<file path="src/rtl/msc_cfg.svh">
// Purpose: Constants for the motion settle and status control block
// Assumes: 25 MHz system clock
// Notes:   Offsets are word addresses on the register port
`ifndef MSC_CFG_SVH
`define MSC_CFG_SVH
`define MSC_ADDR_SETTLE     8'h49
`define MSC_ADDR_MOVING     8'h4A
`define MSC_ADDR_MAKEUP     8'hA0
`define MSC_ADDR_NUMERIC    8'hA1
`define MSC_ADDR_HOLD       8'hA2
`define MSC_SETTLE_RESET    16'h01F4
`define MSC_DELAY_MAX       17'h0FFFF
`define MSC_ERR_ILLEGAL     8'h15
`define MSC_ERR_NONE        8'h00
`define MSC_CLK_HZ          25000000
`define MSC_TICK_US         1000
`define MSC_TICK_CYCLES     ((`MSC_CLK_HZ / 1000000) * `MSC_TICK_US)
`define MSC_OUT_TYPE_MOVING 5'h11
`define MSC_OUT_TYPE_ATTN   5'h1D
`define MSC_ATTN_MOVING_BIT 14
`define MSC_LAG_LIMIT       16'h0119
`define MSC_SYS_SPEED       32'h00271000
`define MSC_NUM_OUTPUTS     3
`endif

</file>
<file path="src/rtl/msc_pkg.sv">
// Purpose: Types for the motion settle and status control block
// Assumes: Nothing beyond the cfg header
// Notes:   Types only
package msc_pkg;
    typedef enum logic [1:0] {
        MSC_KIND_ABS,
        MSC_KIND_REL,
        MSC_KIND_SLEW
    } msc_kind_t;
    typedef enum logic [1:0] {
        MSC_MU_FREE,
        MSC_MU_RATE,
        MSC_MU_SYS,
        MSC_MU_RSVD
    } msc_mu_t;
    typedef enum logic [1:0] {
        MSC_ST_IDLE,
        MSC_ST_MOVE,
        MSC_ST_DELAY,
        MSC_ST_HOLD
    } msc_state_t;
endpackage

</file>
<file path="src/rtl/msc_tick.sv">
// Purpose: Millisecond tick from the system clock
// Assumes: Clock enable freezes the divider
// Notes:   One-cycle pulse every tick period
`timescale 1ns/1ps
`include "msc_cfg.svh"
module msc_tick (
    // Clock and reset
    input  wire logic clk_sys,
    input  wire logic rst_b,
    input  wire logic clk_en,
    // Tick out
    output logic      tick_ms
);
    logic [14:0] cnt_q;
    logic [14:0] cnt_d;
    logic        tick_q;
    logic        tick_d;

    always_comb begin
        cnt_d  = cnt_q;
        tick_d = 1'b0;
        if (cnt_q == 15'(`MSC_TICK_CYCLES - 1)) begin
            cnt_d  = 15'h0000;
            tick_d = 1'b1;
        end else begin
            cnt_d = cnt_q + 15'h0001;
        end
    end

    always_ff @(posedge clk_sys or negedge rst_b) begin
        if (!rst_b) begin
            cnt_q  <= 15'h0000;
            tick_q <= 1'b0;
        end else if (clk_en) begin
            cnt_q  <= cnt_d;
            tick_q <= tick_d;
        end
    end

    assign tick_ms = tick_q & clk_en;
endmodule // msc_tick

</file>
<file path="src/rtl/msc_ctrl.sv">
// Purpose: Settling delay, moving flag, make-up mode, numeric entry
// Assumes: Register port and motion events synchronous to clk_sys
// Notes:   Hold delay register lives here so the sum can be checked
`timescale 1ns/1ps
`include "msc_cfg.svh"

//////////////////////////////////////////////////////////////////////////////
module msc_ctrl (
    // Clock and reset
    input  wire logic                 clk_sys,
    input  wire logic                 rst_b,
    input  wire logic                 clk_en,
    // Register port
    input  wire logic                 reg_wr,
    input  wire logic                 reg_rd,
    input  wire logic [7:0]           reg_addr,
    input  wire logic [15:0]          reg_wdata,
    output logic      [15:0]          reg_rdata,
    output logic      [7:0]           reg_err,
    output logic                      reg_err_valid,
    // Motion commands from the parser
    input  wire logic                 cmd_move,
    input  wire logic [1:0]           cmd_kind,
    input  wire logic                 cmd_numeric,
    input  wire logic [31:0]          cmd_value,
    // Trajectory interface
    output logic                      move_start,
    output logic      [1:0]           move_kind,
    output logic      [31:0]          move_target,
    input  wire logic                 motion_busy,
    // Current control
    output logic                      hold_current_sel,
    // Make-up
    input  wire logic [15:0]          lag_lead_mag,
    input  wire logic [1:0]           closed_loop_select,
    input  wire logic                 bridge_enable,
    input  wire logic [31:0]          makeup_rate,
    output logic                      makeup_enable,
    output logic                      makeup_paced,
    output logic      [31:0]          makeup_speed,
    // Outputs and attention
    input  wire logic [15:0]          attention_mask,
    input  wire logic [14:0]          output_type,
    output logic      [2:0]           output_moving,
    output logic                      attention_moving,
    output logic                      axis_moving_flag
);
    //////////////////////////////////////////////////////////////////////////
    // Tick
    logic tick_ms;

    msc_tick u_tick (
        .clk_sys (clk_sys),
        .rst_b   (rst_b),
        .clk_en  (clk_en),
        .tick_ms (tick_ms)
    );

    //////////////////////////////////////////////////////////////////////////
    // Registers
    logic [15:0] settle_q;
    logic [15:0] settle_d;
    logic [15:0] hold_q;
    logic [15:0] hold_d;
    logic [1:0]  makeup_q;
    logic [1:0]  makeup_d;
    logic        numeric_q;
    logic        numeric_d;
    logic [15:0] rdata_q;
    logic [15:0] rdata_d;
    logic [7:0]  err_q;
    logic [7:0]  err_d;
    logic        errv_q;
    logic        errv_d;
    logic        bridge_q;
    logic        bridge_d;
    logic        moving_now;
    logic [16:0] sum_settle;
    logic [16:0] sum_hold;

    // Seventeen bits so the sum cannot wrap past the limit
    assign sum_settle = {1'b0, reg_wdata} + {1'b0, hold_q};
    assign sum_hold   = {1'b0, settle_q} + {1'b0, reg_wdata};

    always_comb begin
        settle_d  = settle_q;
        hold_d    = hold_q;
        makeup_d  = makeup_q;
        numeric_d = numeric_q;
        rdata_d   = rdata_q;
        err_d     = err_q;
        errv_d    = 1'b0;
        bridge_d  = bridge_enable;
        if (reg_wr) begin
            err_d = `MSC_ERR_NONE;
            if (reg_addr == `MSC_ADDR_SETTLE) begin
                if (sum_settle > `MSC_DELAY_MAX) begin
                    err_d  = `MSC_ERR_ILLEGAL;
                    errv_d = 1'b1;
                end else begin
                    settle_d = reg_wdata;
                end
            end else if (reg_addr == `MSC_ADDR_HOLD) begin
                if (sum_hold > `MSC_DELAY_MAX) begin
                    err_d  = `MSC_ERR_ILLEGAL;
                    errv_d = 1'b1;
                end else begin
                    hold_d = reg_wdata;
                end
            end else if (reg_addr == `MSC_ADDR_MAKEUP) begin
                // Values above 2 are refused like an over-range delay
                if (reg_wdata > 16'h0002) begin
                    err_d  = `MSC_ERR_ILLEGAL;
                    errv_d = 1'b1;
                end else begin
                    makeup_d = reg_wdata[1:0];
                end
            end else if (reg_addr == `MSC_ADDR_NUMERIC) begin
                numeric_d = reg_wdata[0];
            end
        end
        // Clear on falling bridge enable in closed loop; wins over a write
        if (bridge_q && !bridge_enable &&
            (closed_loop_select == 2'h1 || closed_loop_select == 2'h2)) begin
            makeup_d = 2'h0;
        end
        if (reg_rd) begin
            if (reg_addr == `MSC_ADDR_SETTLE) begin
                rdata_d = settle_q;
            end else if (reg_addr == `MSC_ADDR_MOVING) begin
                rdata_d = {15'h0000, moving_now};
            end else if (reg_addr == `MSC_ADDR_MAKEUP) begin
                rdata_d = {14'h0000, makeup_q};
            end else if (reg_addr == `MSC_ADDR_NUMERIC) begin
                rdata_d = {15'h0000, numeric_q};
            end else if (reg_addr == `MSC_ADDR_HOLD) begin
                rdata_d = hold_q;
            end else begin
                rdata_d = 16'h0000;
            end
        end
    end

    always_ff @(posedge clk_sys or negedge rst_b) begin
        if (!rst_b) begin
            settle_q  <= `MSC_SETTLE_RESET;
            hold_q    <= 16'h0000;
            makeup_q  <= 2'h0;
            numeric_q <= 1'b0;
            rdata_q   <= 16'h0000;
            err_q     <= `MSC_ERR_NONE;
            errv_q    <= 1'b0;
            bridge_q  <= 1'b0;
        end else if (clk_en) begin
            settle_q  <= settle_d;
            hold_q    <= hold_d;
            makeup_q  <= makeup_d;
            numeric_q <= numeric_d;
            rdata_q   <= rdata_d;
            err_q     <= err_d;
            errv_q    <= errv_d;
            bridge_q  <= bridge_d;
        end
    end

    assign reg_rdata     = rdata_q;
    assign reg_err       = err_q;
    assign reg_err_valid = errv_q;

    //////////////////////////////////////////////////////////////////////////
    // Move launch and kind store
    logic [1:0]  kind_q;
    logic [1:0]  kind_d;
    logic        start_q;
    logic        start_d;
    logic [31:0] target_q;
    logic [31:0] target_d;

    always_comb begin
        kind_d   = kind_q;
        start_d  = 1'b0;
        target_d = target_q;
        if (cmd_move) begin
            kind_d   = cmd_kind;
            start_d  = 1'b1;
            target_d = cmd_value;
        end else if (cmd_numeric && numeric_q) begin
            start_d  = 1'b1;
            target_d = cmd_value;
        end
    end

    always_ff @(posedge clk_sys or negedge rst_b) begin
        if (!rst_b) begin
            kind_q   <= 2'h0;
            start_q  <= 1'b0;
            target_q <= 32'h00000000;
        end else if (clk_en) begin
            kind_q   <= kind_d;
            start_q  <= start_d;
            target_q <= target_d;
        end
    end

    assign move_start  = start_q & clk_en;
    assign move_kind   = kind_q;
    assign move_target = target_q;

    //////////////////////////////////////////////////////////////////////////
    // Settle and hold sequencer
    msc_pkg::msc_state_t st_q;
    msc_pkg::msc_state_t st_d;
    logic [15:0] dly_q;
    logic [15:0] dly_d;
    logic        hold_sel_q;
    logic        hold_sel_d;

    always_comb begin
        st_d       = st_q;
        dly_d      = dly_q;
        hold_sel_d = hold_sel_q;
        case (st_q)
            msc_pkg::MSC_ST_IDLE, msc_pkg::MSC_ST_HOLD: begin
                if (start_q || motion_busy) begin
                    st_d       = msc_pkg::MSC_ST_MOVE;
                    hold_sel_d = 1'b0;
                end
            end
            msc_pkg::MSC_ST_MOVE: begin
                if (!start_q && !motion_busy) begin
                    // Limit check on writes keeps this sum in 16 bits
                    dly_d = settle_q + hold_q;
                    if (settle_q == 16'h0000 && hold_q == 16'h0000) begin
                        st_d = msc_pkg::MSC_ST_IDLE;
                    end else begin
                        st_d = msc_pkg::MSC_ST_DELAY;
                    end
                end
            end
            msc_pkg::MSC_ST_DELAY: begin
                if (start_q || motion_busy) begin
                    st_d = msc_pkg::MSC_ST_MOVE;
                end else if (tick_ms) begin
                    dly_d = dly_q - 16'h0001;
                    if (dly_q == 16'h0001) begin
                        st_d       = msc_pkg::MSC_ST_HOLD;
                        hold_sel_d = 1'b1;
                    end
                end
            end
            default: begin
                st_d = msc_pkg::MSC_ST_IDLE;
            end
        endcase
    end

    always_ff @(posedge clk_sys or negedge rst_b) begin
        if (!rst_b) begin
            st_q       <= msc_pkg::MSC_ST_IDLE;
            dly_q      <= 16'h0000;
            hold_sel_q <= 1'b0;
        end else if (clk_en) begin
            st_q       <= st_d;
            dly_q      <= dly_d;
            hold_sel_q <= hold_sel_d;
        end
    end

    // Delay phase counts as moving
    assign moving_now = (st_q == msc_pkg::MSC_ST_MOVE) ||
                        (st_q == msc_pkg::MSC_ST_DELAY);
    assign hold_current_sel = hold_sel_q;
    assign axis_moving_flag = moving_now;

    //////////////////////////////////////////////////////////////////////////
    // Output routing, five type bits per output
    genvar gi;
    generate
        for (gi = 0; gi < `MSC_NUM_OUTPUTS; gi = gi + 1) begin : g_out
            logic [4:0] otype;
            assign otype = output_type[gi*5 +: 5];
            assign output_moving[gi] = moving_now &&
                ((otype == `MSC_OUT_TYPE_MOVING) ||
                 (otype == `MSC_OUT_TYPE_ATTN &&
                  attention_mask[`MSC_ATTN_MOVING_BIT]));
        end
    endgenerate
    assign attention_moving = moving_now &&
        attention_mask[`MSC_ATTN_MOVING_BIT];

    //////////////////////////////////////////////////////////////////////////
    // Make-up control; steps may come during or after a move
    assign makeup_enable = (lag_lead_mag <= `MSC_LAG_LIMIT);
    assign makeup_paced  = (makeup_q != 2'h0);
    assign makeup_speed  =
        (makeup_q == 2'h1) ? makeup_rate :
        (makeup_q == 2'h2) ? `MSC_SYS_SPEED : 32'h00000000;
endmodule // msc_ctrl

</file>
<file path="config.mk">
export PLATFORM = sky130hd
export DESIGN_NAME = msc_ctrl
export DESIGN_NICKNAME = d
export VERILOG_FILES = /design/src/rtl/msc_pkg.sv /design/src/rtl/msc_tick.sv /design/src/rtl/msc_ctrl.sv
export VERILOG_INCLUDE_DIRS = /design/src /design/src/rtl
export SDC_FILE = /design/constraint.sdc
export NUM_CORES = 1
export LEC_CHECK = 0
export ABC_AREA = 1
export BUFFER_PORTS_ARGS = -buffer_cell sky130_fd_sc_hd__buf_2
export CAP_MARGIN = 20
export CORE_UTILIZATION = 53
export DETAILED_ROUTE_END_ITERATION = 6
export MAX_ROUTING_LAYER = met4
export PLACE_DENSITY_LB_ADDON = 0.2
export REMOVE_ABC_BUFFERS = 1
export SLEW_MARGIN = 25
export SYNTH_ARGS = -nofsm -noshare
export SYNTH_HDL_FRONTEND = slang
export SYNTH_HIERARCHICAL = 1
export SYNTH_SLANG_ARGS = --single-unit
</file>
<file path="constraint.sdc">
create_clock -name clk_sys -period 2 [get_ports clk_sys]
set_clock_uncertainty 0.05 [all_clocks]
set_input_delay 0.1 -clock clk_sys [delete_from_list [all_inputs] [get_ports clk_sys]]
set_output_delay 0.1 -clock clk_sys [all_outputs]
set_load 0.005 [all_outputs]
</file>
### Word level (Yosys, flattened, before mapping)

Cells that the tools add are included.

| cells by class | value |
|---|---|
| reductions and logical operators | 42 |
| equal/unequal tests | 30 |
| $add $sub $neg | 5 |
| muxes and demuxes | 48 |
| magnitude comparators | 4 |
| bitwise operators | 7 |

Operators with widths:

| kind | count |
|---|---|
| 16-bit two-way mux | 8 |
| 32-bit two-way mux | 3 |
| 16-bit by 16-bit adder with 17-bit output | 2 |
| 17-bit by 16-bit > comparator with 1-bit output, second input constant | 2 |
| 16-bit zero test | 2 |
| 16-bit one-hot mux with 2 select lines | 1 |
| 5-bit equality test, second input constant | 6 |
| 8-bit equality test, second input constant | 3 |
| 2-bit two-way mux | 12 |
| 22-bit two-way mux | 1 |
| 5-bit two-way mux | 4 |
| 6-bit AND reduction | 3 |
| 16-bit adder | 1 |
| 16-bit by 1-bit equality test with 1-bit output, second input constant | 1 |
| 8-bit by 7-bit equality test with 1-bit output, second input constant | 2 |
| 16-bit by 2-bit > comparator with 1-bit output, second input constant | 1 |
| 16-bit by 9-bit less-or-equal comparator with 1-bit output, second input constant | 1 |
| 8-bit two-way mux | 2 |
| 16-bit by 1-bit subtractor with 16-bit output, second input constant | 1 |
| 15-bit by 1-bit adder with 15-bit output, second input constant | 1 |
| 15-bit equality test, second input constant | 1 |
| 15-bit two-way mux | 1 |
| 5-bit AND reduction | 3 |
| 1-bit two-way mux | 14 |
| 17 further kinds | 60 |

| storage, ports and cells | value |
|---|---|
| register bits | 131 |
| bits of input ports | 148 |
| output and inout port bits | 100 |

### Longest topological paths before layout

Gate-level depths: netlist of run 1.

| depth | value |
|---|---|
| depth in word-level cells | 7 |
| mapped depth | 13 |
| mapped depth without buffers | 13 |

### Modules after synthesis

The synthesis of run 1 kept the hierarchy.

Modules (own cells, without submodules):

| module | sequential area each (µm²) | area each (µm²) | instances | cells an instance |
|---|---|---|---|---|
| msc_ctrl | 2710.1 | 7638.6 | 1 | 1011 |
| msc_tick | 400.4 | 993.5 | 1 | 146 |

### Least setup slack after synthesis of run 1

Ideal clock, no wire load.

| timing | value |
|---|---|
| path kind | register to register |
| start | reg settle_q[0] |
| end | reg dly_q[12] |
| period minus slack after synthesis | 1847 ps |
| slack | 153 ps |
| required time | 1828 ps |
| arrival time | 1675 ps |
| cell stages (with the launch flop) | 10 |
| setup time | 122 ps |
| path through | dfrtp_1 > ha_1 > inv_1 > fa_1 > o21ai_0 > nand3_1 > nand3_1 > nand2_1 > nand3_1 > a21oi_1 |

| on the way | value |
|---|---|
| longest elaborated chain between the ends | 3 |

RTL lines:

| item | RTL line | source |
|---|---|---|
| start, declared | msc_ctrl.sv:61 | `logic [15:0] settle_q;` |
| start signal, assigned | msc_ctrl.sv:146 | `` settle_q <= `MSC_SETTLE_RESET; `` |
| start signal, assigned | msc_ctrl.sv:155 | `settle_q <= settle_d;` |
| 16-bit adder | msc_ctrl.sv:232 | `dly_d = settle_q + hold_q;` |
| 16-bit two-way mux | msc_ctrl.sv:230 | `if (!start_q && !motion_busy) begin` |
| 16-bit one-hot mux with 2 select lines | msc_ctrl.sv:222 | `case (st_q)` |
| end signal, assigned | msc_ctrl.sv:264 | `dly_q <= dly_d;` |
| end, declared | msc_ctrl.sv:213 | `logic [15:0] dly_q;` |

No other way between the ends. The select of a mux whose other input is x is not followed.
A chain may end at the register's enable or synchronous reset.

### Worst setup path in the final report of run 1

| timing | value |
|---|---|
| start | reg settle_q[5] |
| end | reg hold_q[7] |

| on the way | value |
|---|---|
| longest elaborated chain between the ends | 4 |

RTL lines:

| item | RTL line | source |
|---|---|---|
| 16-bit by 16-bit adder with 17-bit output | msc_ctrl.sv:83 | `assign sum_hold = {1'b0, settle_q} + {1'b0, reg_wdata};` |
| 17-bit by 16-bit > comparator with 1-bit output (no line) | -- |  |
| 1-bit inverter (no line) | -- |  |
| 5-bit AND reduction (no line) | -- |  |
| end signal, assigned | msc_ctrl.sv:156 | `hold_q <= hold_d;` |
| end, declared | msc_ctrl.sv:63 | `logic [15:0] hold_q;` |

No other way between the ends.

==> results of run 1 <==
[through the flow]
stage,hold WS [ps],area (um2)
6_report,18.8,11600
5_1_grt,48.2,11600
4_1_cts,3.42,11300
3_5_place_dp,58.3,10200
3_3_place_gp,59.2,10200
2_1_floorplan,-246,8390
[registers in the layout, indices dropped and copies added, names as in the netlist, 2 cells and up]
register      cells
dly_q            16
hold_q           16
makeup_q          2
move_kind         2
move_target      32
reg_rdata        16
settle_q         16
st_q              2
u_tick/cnt_q     15
[worst paths after layout]
path / start / end / cells after the start
worst max-delay path: settle_q[5]$_DFFE_PN1P_ / hold_q[7]$_DFFE_PN0P_ / 12
worst min-delay path: closed_loop_select[0] / makeup_q[0]$_DFFE_PN0P_ / 5
worst max register to register: settle_q[5]$_DFFE_PN1P_ / hold_q[7]$_DFFE_PN0P_ / 12
worst min register to register: reg_rdata[1]$_DFFE_PN0P_ / reg_rdata[1]$_DFFE_PN0P_ / 2
max in group asynchronous: rst_b / settle_q[2]$_DFFE_PN1P_ / 3
min in group asynchronous: rst_b / reg_rdata[6]$_DFFE_PN0P_ / 3
[cells in the final DEF (no fill, tap or decap), types with 5 or more instances in the layout]
cell	instances
dfstp_2	6
o21ai_0	19
nor3_1	8
buf_2	225
nand2_1	286
nand3b_1	5
buf_12	8
inv_6	5
conb_1	5
nand4_1	18
ha_1	41
inv_1	165
nand2_2	41
inv_8	5
dfrtp_2	7
o21ai_1	9
buf_4	36
o21ai_2	34
nand3_1	60
a31oi_1	15
a21oi_1	37
inv_2	11
nor2_1	145
dlygate4sd3_1	57
xor2_1	8
a21oi_2	7
dfrtp_1	111
clkbuf_16	20
ha_2	6
mux2_2	31
nor2_2	9
[cell type report]
| type | instances | area share, % |
|---|---|---|
| Clock buffer | 17 | 3.66 |
| Clock inverter | 15 | 1.27 |
| Inverter | 178 | 5.80 |
| Multi-Input combinational cell | 826 | 41.0 |
| Sequential cell | 124 | 26.8 |
| Tap cell | 216 | 2.33 |
| Timing Repair Buffer | 331 | 19.1 |
[metal layers]
layer	track usage, %	routed length [um]	vias up
li1	-	-	4317
met1	36.6	10400	4051
met2	48.8	12400	357
met3	4.95	1520	67
met4	11.0	691	0
met5	-	0	-
[logic make-up after synthesis]
logic type | count (synthesis)
simple gates | 595
buf+inv | 211
compound gates | 132
flops | 124
fa+ha+maj | 54
mux | 32
xor+xnor | 8
other cells | 1
[worst max-delay path: cells and delay by family, from the launching register on]
kind | cells | cell delay [ps]
fa+ha+maj | 1 | 250
simple gates | 7 | 570
flops | 1 | 530
buf+inv | 2 | 270
compound gates | 2 | 210
[repair_timing]
action,4_1_cts,5_1_grt
pin swaps,0,10
buffers inserted,1,9
setup endpoints to repair,20,69
hold buffers,57,0
resized for setup,2,52
cloned,0,3
endpoints found under the hold margin,186,0
[power groups by stage]
stage          Sequential, W  Clock [W]  Combinational, W
2_1_floorplan        0.00324          0           0.00170
6_report             0.00326    0.00303           0.00279
5_1_grt              0.00332    0.00318           0.00312
4_1_cts              0.00325    0.00306           0.00269
3_5_place_dp         0.00329          0           0.00258
3_3_place_gp         0.00328          0           0.00252
==> impl_metrics.yaml, run 1 <==
run_status:
  status: "finished, violations left"
  violations: "setup timing"
cells_and_area:
  antenna_cells: 0
  utilization_pct: 73.2
  area_growth_pct: 34.6
  layout.nets: 1680
  seq_area_um2: 3120
  multiInputGateArea_um2: 4760
  layoutNonFillerInstCount: 1707
  drive_gt1_share_pct: 32.5
  fillers: 1196
die:
  ios: 248
  dieArea_um2: 16800
  die_w_um: 130
  initial_core_util_pct: 54.3
  die_h_um: 130
  std_cell_rows: 46
  design.core.area_um2: 15900
worst_setup_path:
  max_stage_delay_ps: 530
  path_max_fanout: 8
  cp.required_ps: 2280
  path_class: "reg -> reg"
  crit_path_end_kind: "flop"
  start_kind: "flop"
  crit_chain: "ha_1 -> a21oi_2 -> nor2_1 -> nor2_1 -> nand2_1 -> nand2_1 -> nand2_2 -> inv_4 -> nand2_8 -> clkbuf_16 -> nand2_2 -> o21ai_2"
  worst_path_max_delay_cell: "dfstp_2"
  worstPathArrival_ps: 2280
  r2r_slack_ps: -0.6
power_and_ir_drop:
  total_power_w: 0.00908
  peakVddDrop_uv: 646
  p_sw_w: 0.00338
  switching_share_pct: 37.3
  power.internal_w: 0.00570
  cellPowerDensity_nw_per_um2: 782
  clock_power_share_pct: 33.3
  leakagePower_nw: 6.30
  share_comb_of_total_power_pct: 30.7
  seq_power_share_pct: 35.9
run:
  max-cap-violations: 0
synthesis:
  yosysMostFrequentCell: "nand2_1"
  synth_xor_area_share_pct: 0.812
  synth_mux_area_share_pct: 4.17
  yosys.area_share.simple_pct: 30.4
  ys_ff_latch: 124
  ys_types: 46
  synth_top_family_by_area: "simple AND/OR/NAND/NOR gates"
  avgSynthCellArea_um2: 7.46
  synth_common_cells: "295 x nand2_1, 167 x inv_1, 145 x nor2_1"
  synthArstFlopShare_pct: 100
  ys_seq_area_share_pct: 36.0
  synth_area_leaders: "dfrtp_1 34%, nand2_1 13%, ha_1 7.4%"
  synth_compound_area_share_pct: 9.71
  yosysWarnings: 6
  synth-adder-area-share_pct: 8.09
  netlist.area_leader.share_pct: 34.2
  yosys.area.top_type: "dfrtp_1"
  syn_area_um2: 8630
  synth_flop_cell: "dfrtp_1"
  synth_edf_count: 0
  syn_inst: 1157
timing:
  max_freq_ghz: 0.500
  finalWorstSetupSlack_ps: -0.643
  finalSetupViolCount: 1
  hold_viol_final: 0
  fin_crit_ps: 2000
  finalMaxSlewViolations: 0
  post-route-period-util_pct: 100
  fin_tns_setup_ps: -0.643
hold_path:
  min_path_type: "in -> reg"
detailed_routing:
  wl_per_cell_um: 14.7
  dr.first_iter.drc_count: 601
  antenna_left: 0
  first_pass_iters: 5
  via_count: 8792
  viasPerCell: 5.15
  totalWireLength_um: 25000
  drc: 0
clock_network:
  cts_sinks: 124
  root_buffer: "clkbuf_16"
  ctsHtreeMaxLevel: 4
  clk_pin_slew_ps: 60
  cts_tree: "done"
  cts_buffers: 17
  clk-insertion-delay-late_ps: 430
  cts_buffer_depth: 2
placement:
  place_congestion: 0.917
  dp.cells: 1605
  io_buffer_count: 226
  dp_slack_ps: -65.9
  hpwl_um: 16800
grt:
  overflow: 0
  grt_pass1_vias: 7909
  antenna_found_initial: 0
  grt_pass1_wl_um: 37400
  grt_max_degree: 83
  grt_use_total_pct: 29.7
(Power assumes the default switching activity.)
==> run 2: changes to the inputs <==
- CORE_ASPECT_RATIO: not set -> 0.7
==> run 2 against run 1 <==
- the run still ends with setup timing left
- critical path depth did not move
- non-clock buffer count rose by 3
- via count rose by 3.4%
- wire length rose by 10%
==> impl_metrics.yaml, run 2 (synthesis gave the netlist of run 1 again) <==
run_status:
  status: "finished, violations left"
  violations: "setup timing"
timing:
  fin_tns_setup_ps: -1300
  finalWorstSetupSlack_ps: -86.8
  fin_crit_ps: 2090
  finalMaxSlewViolations: 0
  rsz0062_at_grt: "true"
  post-route-period-util_pct: 104
  finalSetupViolCount: 24
  max_freq_ghz: 0.479
  hold_viol_final: 0
clock_network:
  ctsHtreeMaxLevel: 4
  root_buffer: "clkbuf_16"
  cts_buffers: 17
  cts_buffer_depth: 2
  clk-insertion-delay-late_ps: 430
  cts_tree: "done"
  cts_sinks: 124
  clk_pin_slew_ps: 70
power_and_ir_drop:
  peakVddDrop_uv: 568
  clock_power_share_pct: 34.3
  switching_share_pct: 37.6
  p_sw_w: 0.00351
  seq_power_share_pct: 35.5
  cellPowerDensity_nw_per_um2: 790
  power.internal_w: 0.00582
  share_comb_of_total_power_pct: 30.2
  leakagePower_nw: 6.34
cells_and_area:
  layout.nets: 1683
  fillers: 1104
  area_growth_pct: 36.8
  design_area_um2: 11800
  drive_gt1_share_pct: 33.3
  final_common_cell: "nand2_1"
  largest_reg_flops: 32
  layout_common_cells: "286 x nand2_1, 224 x buf_2, 166 x inv_1"
worst_setup_path:
  worst_r2r_endpoint: "hold_q[3]$_DFFE_PN0P_"
  critPathLaunch: "settle_q[13]$_DFFE_PN0P_"
  r2r_slack_ps: -90
  start_kind: "flop"
  path_class: "reg -> reg"
  crit_end: "hold_q[3]$_DFFE_PN0P_"
  cp.required_ps: 2270
  worstPathArrival_ps: 2360
  path_max_fanout: 6
  reg2regPathDepth: 12
  crit_path_end_kind: "flop"
  regToRegStartpoint: "settle_q[13]$_DFFE_PN0P_"
detailed_routing:
  antenna_left: 0
  drc: 0
  dr.first_iter.drc_count: 687
  wl_per_cell_um: 16.3
  via_count: 9095
  totalWireLength_um: 27600
  viasPerCell: 5.36
  first_pass_iters: 5
hold_path:
  min_path_type: "in -> reg"
grt:
  grt_pass1_vias: 8418
  antenna_found_initial: 1
  overflow: 0
  grt_pass1_wl_um: 41100
  grt.busiest_layer: "met2"
  grt_max_degree: 49
  grt_use_total_pct: 32.5
  met3_usage_pct: 6.72
  use_met2_pct: 51.9
  grt_use_met1_pct: 40.3
die:
  initial_core_util_pct: 55.0
  die_w_um: 155
  dieArea_um2: 16800
  ios: 248
  std_cell_rows: 38
  die_h_um: 109
  design.core.area_um2: 15700
placement:
  dpl_cell_area_um2: 10100
  hpwl_um: 17800
  place_congestion: 0.912
  io_buffer_count: 226
run:
  max-cap-violations: 0
## run 2: cell type report
cell class                 instances  area [um2]  area share [%]
timing repair buffer             334        2230            18.9
inverter                         178         668            5.66
clock inverter                    15         170            1.44
clock buffer                      17         425            3.60
antenna                            2        5.00          0.0424
tap                              200         250            2.12
sequential                       124        3120            26.4
multi-input combinational        826        4930            41.8
## run 2: critical path, stage by stage, from the launching register on
cell	delay, ps
dfrtp_1	460
ha_1	330
nand2_1	90
inv_1	40
nor2_1	140
o21ai_0	130
a21oi_1	170
nand2_2	80
inv_2	90
nand2_8	100
clkbuf_16	190
nand2_4	50
o21ai_2	40
## run 2: worst min-delay path by stage
stage                                            to  slack (ps)             startpoint  cells past startpoint
after floorplan                bridge_q$_DFFE_PN0P_        -250                  rst_b                      0
after global placement    reg_rdata[10]$_DFFE_PN0P_          -7                  rst_b                      1
after detailed placement  reg_rdata[10]$_DFFE_PN0P_          -2                  rst_b                      1
after CTS                   makeup_q[0]$_DFFE_PN0P_           4  closed_loop_select[0]                      5
after global routing        makeup_q[1]$_DFFE_PN0P_          90  closed_loop_select[0]                      5
final                       makeup_q[0]$_DFFE_PN0P_          30  closed_loop_select[0]                      5
## run 2: power groups by stage
| stage | Clock [W] | Combinational (W) | Sequential [W] |
|---|---|---|---|
| 3_5_place_dp | 0 | 0.00255 | 0.00332 |
| 3_3_place_gp | 0 | 0.00248 | 0.00330 |
| 2_1_floorplan | 0 | 0.00170 | 0.00324 |
| 4_1_cts | 0.00319 | 0.00266 | 0.00328 |
| 5_1_grt | 0.00332 | 0.00318 | 0.00336 |
| 6_report | 0.00320 | 0.00282 | 0.00331 |
## run 2: metrics by stage
| stage | power [W] | setup WS (ps) | hold WS [ps] | std cells | utilization (%) |
|---|---|---|---|---|---|
| after global routing | 0.00986 | -210 | 88.3 | 1695 | 75.2 |
| after CTS | 0.00913 | 7.61 | 4.15 | 1680 | 72.1 |
| after floorplan | 0.00494 | -135 | -246 | 1128 | - |
| final | 0.00933 | -86.8 | 34.0 | 1696 | 75.3 |
| after global placement | 0.00578 | 31.2 | -6.51 | 1590 | 64.6 |
| after detailed placement | 0.00587 | -55.4 | -2.46 | 1590 | 64.6 |
## run 2: routing by layer
layer | routed length [um] | vias up
li1 | - | 4325
met1 | 11300 | 4165
met2 | 12700 | 492
met3 | 2440 | 113
met4 | 1110 | 0
met5 | 0 | -
## run 2: what timing repair did
| item | 4_1_cts | 5_1_grt |
|---|---|---|
| gates resized for setup | 6 | 73 |
| endpoints found under the setup margin | 22 | 46 |
| pin swaps | 0 | 10 |
| setup buffers | 2 | 11 |
| gates cloned | 0 | 3 |
| hold buffers | 56 | 0 |
| endpoints found under the hold margin | 189 | 0 |
==> run 3: changes to the inputs <==
- BUFFER_PORTS_ARGS: -buffer_cell sky130_fd_sc_hd__buf_2 -> not set
- CORE_UTILIZATION: 53 -> 60
- DONT_BUFFER_PORTS: not set -> 1
==> run 3 against run 2 <==
- the run ends with hold timing, setup timing left
- non-clock buffer count fell by 187
- critical path depth fell by 2
- global-route usage rose by 4.5 points
- total power fell by 1.3%
- register-to-register slack got worse by 80 ps
- via count fell by 4.6%
- first-iteration DRC count rose by 25%
- core utilization rose by 2.9 points
- cell count fell by 12%
- wire length rose by 3.3%
- sequential power rose by 1%
- worst hold slack got worse by 720 ps
==> impl_metrics.yaml, run 3 (synthesis gave the netlist of run 1 again) <==
run_status:
  status: "finished, violations left"
  violations: "hold timing, setup timing"
worst_setup_path:
  worstPathArrival_ps: 2440
  r2r_slack_ps: -170
  cp.required_ps: 2270
  crit_path_end_kind: "flop"
  path_max_fanout: 8
  start_kind: "flop"
  reg2regPathDepth: 10
  worst_path_max_delay_cell: "dfrtp_1"
  path_class: "reg -> reg"
  worst_r2r_endpoint: "hold_q[2]$_DFFE_PN0P_"
  crit_chain: "ha_1 -> a21oi_1 -> o21ai_0 -> a21oi_1 -> nand2_2 -> inv_4 -> nand2_8 -> buf_6 -> nand2_2 -> o21ai_2"
  max_stage_delay_ps: 410
  regToRegStartpoint: "settle_q[15]$_DFFE_PN0P_"
timing:
  whs_ps: -687
  finalMaxSlewViolations: 0
  finalSetupViolCount: 34
  fin_crit_ps: 2170
  post-route-period-util_pct: 109
  hold_viol_final: 124
  max_freq_ghz: 0.461
  finalWorstSetupSlack_ps: -171
  rsz0062_at_grt: "true"
  fin_tns_setup_ps: -3900
power_and_ir_drop:
  peakVddDrop_uv: 683
  cellPowerDensity_nw_per_um2: 843
  clock_power_share_pct: 35.6
  share_comb_of_total_power_pct: 28.0
  power.internal_w: 0.00588
  leakagePower_nw: 5.52
  seq_power_share_pct: 36.4
  p_sw_w: 0.00332
  switching_share_pct: 36.1
detailed_routing:
  first_pass_iters: 6
  totalWireLength_um: 28500
  viasPerCell: 5.79
  wl_per_cell_um: 19.0
  drc: 0
  dr.first_iter.drc_count: 862
  antenna_left: 0
  via_count: 8680
grt:
  grt_use_met1_pct: 44.9
  grt_max_degree: 125
  grt_pass1_wl_um: 40900
  grt_use_total_pct: 37.0
  grt.busiest_layer: "met2"
  overflow: 0
  grt_pass1_vias: 7957
  antenna_found_initial: 0
  met3_usage_pct: 8.17
  use_met2_pct: 58.2
clock_network:
  clk-insertion-delay-late_ps: 440
  cts_tree: "done"
  ctsHtreeMaxLevel: 4
  cts_hold_buf: 81
  clk_pin_slew_ps: 70
  cts_sinks: 124
  cts_buffers: 17
  cts_buffer_depth: 2
  root_buffer: "clkbuf_16"
cells_and_area:
  largest_reg_flops: 32
  antenna_cells: 0
  layout_common_cells: "282 x nand2_1, 155 x inv_1, 141 x nor2_1"
  final_common_cell: "nand2_1"
  drive_gt1_share_pct: 22.7
  area_growth_pct: 26.5
  seq_area_um2: 3120
  design_area_um2: 10900
  layout.nets: 1497
  fillers: 899
  multiInputGateArea_um2: 4850
placement:
  hpwl_um: 15800
  dpl_cell_area_um2: 8980
  io_buffer_count: 0
  place_congestion: 0.914
die:
  initial_core_util_pct: 61.8
  die_w_um: 145
  design.core.area_um2: 14000
  ios: 248
  die_h_um: 102
  dieArea_um2: 14900
  std_cell_rows: 36
hold_path:
  min_path_type: "in -> async"
run:
  max-cap-violations: 0
## run 3: cell count changes in the layout (fill, tap and decap cells not counted), moves of 11 or more
cell / change
buf_2: -224
dlygate4sd3_1: +24
nand2_2: +15
buf_4: +12
inv_1: -11
nand2_4: -11
## run 3: worst max-delay path, delay by kind of cell (launching register included)
kind	cells	cell delay, ps
AOI/OAI and AO/OA	4	690
DFF	1	410
adders and majority gates	1	330
and+or+nand+nor	3	300
buffers and inverters	2	270
## run 3: metrics by stage
step	power (W)	cells	setup slack, ps	hold slack [ps]	utilization, %
global placement	0.00547	1359	-92.3	-243	64.3
global route	0.00968	1498	-244	-692	78.2
CTS	0.00892	1477	5.35	-695	75.0
floorplan	0.00494	1128	-135	-246	-
detailed placement	0.00553	1359	-99.0	-242	64.3
finish	0.00920	1498	-171	-687	78.2
## run 3: layout make-up
type                            count  area share (%)
Clock buffer                       19            4.15
Clock inverter                     13            1.43
Inverter                          178            6.14
Multi-Input combinational cell    827            44.4
Sequential cell                   124            28.6
Tap cell                          190            2.18
Timing Repair Buffer              147            13.1
## run 3: power groups by stage
stage / clock network [W] / registers, W / logic [W]
2_1_floorplan: 0 / 0.00324 / 0.00170
3_3_place_gp: 0 / 0.00334 / 0.00213
3_5_place_dp: 0 / 0.00334 / 0.00219
4_1_cts: 0.00323 / 0.00331 / 0.00238
5_1_grt: 0.00338 / 0.00340 / 0.00291
6_report: 0.00328 / 0.00335 / 0.00257
## run 3: what timing repair did
action	CTS	global route
cloned	1	3
pin swaps	1	15
resized for setup	6	76
endpoints found under the setup margin	32	59
endpoints found under the hold margin	216	124
setup buffers	4	18
## run 3: worst max-delay path by stage
stage	start	to	depth (start not counted)
2_1_floorplan	st_q[0]$_DFFE_PN0P_	dly_q[10]$_DFFE_PN0P_	9
4_1_cts	hold_q[0]$_DFFE_PN0P_	dly_q[12]$_DFFE_PN0P_	11
5_1_grt	settle_q[15]$_DFFE_PN0P_	hold_q[2]$_DFFE_PN0P_	10
3_3_place_gp	settle_q[0]$_DFFE_PN0P_	hold_q[8]$_DFFE_PN0P_	13
6_report	settle_q[15]$_DFFE_PN0P_	hold_q[2]$_DFFE_PN0P_	10
3_5_place_dp	settle_q[0]$_DFFE_PN0P_	hold_q[8]$_DFFE_PN0P_	13
## run 3: routing by layer
layer	share of wire, %	vias up
met5	0	-
met4	5.9	0
met3	10	160
met2	46	640
met1	38	3941
li1	-	3939
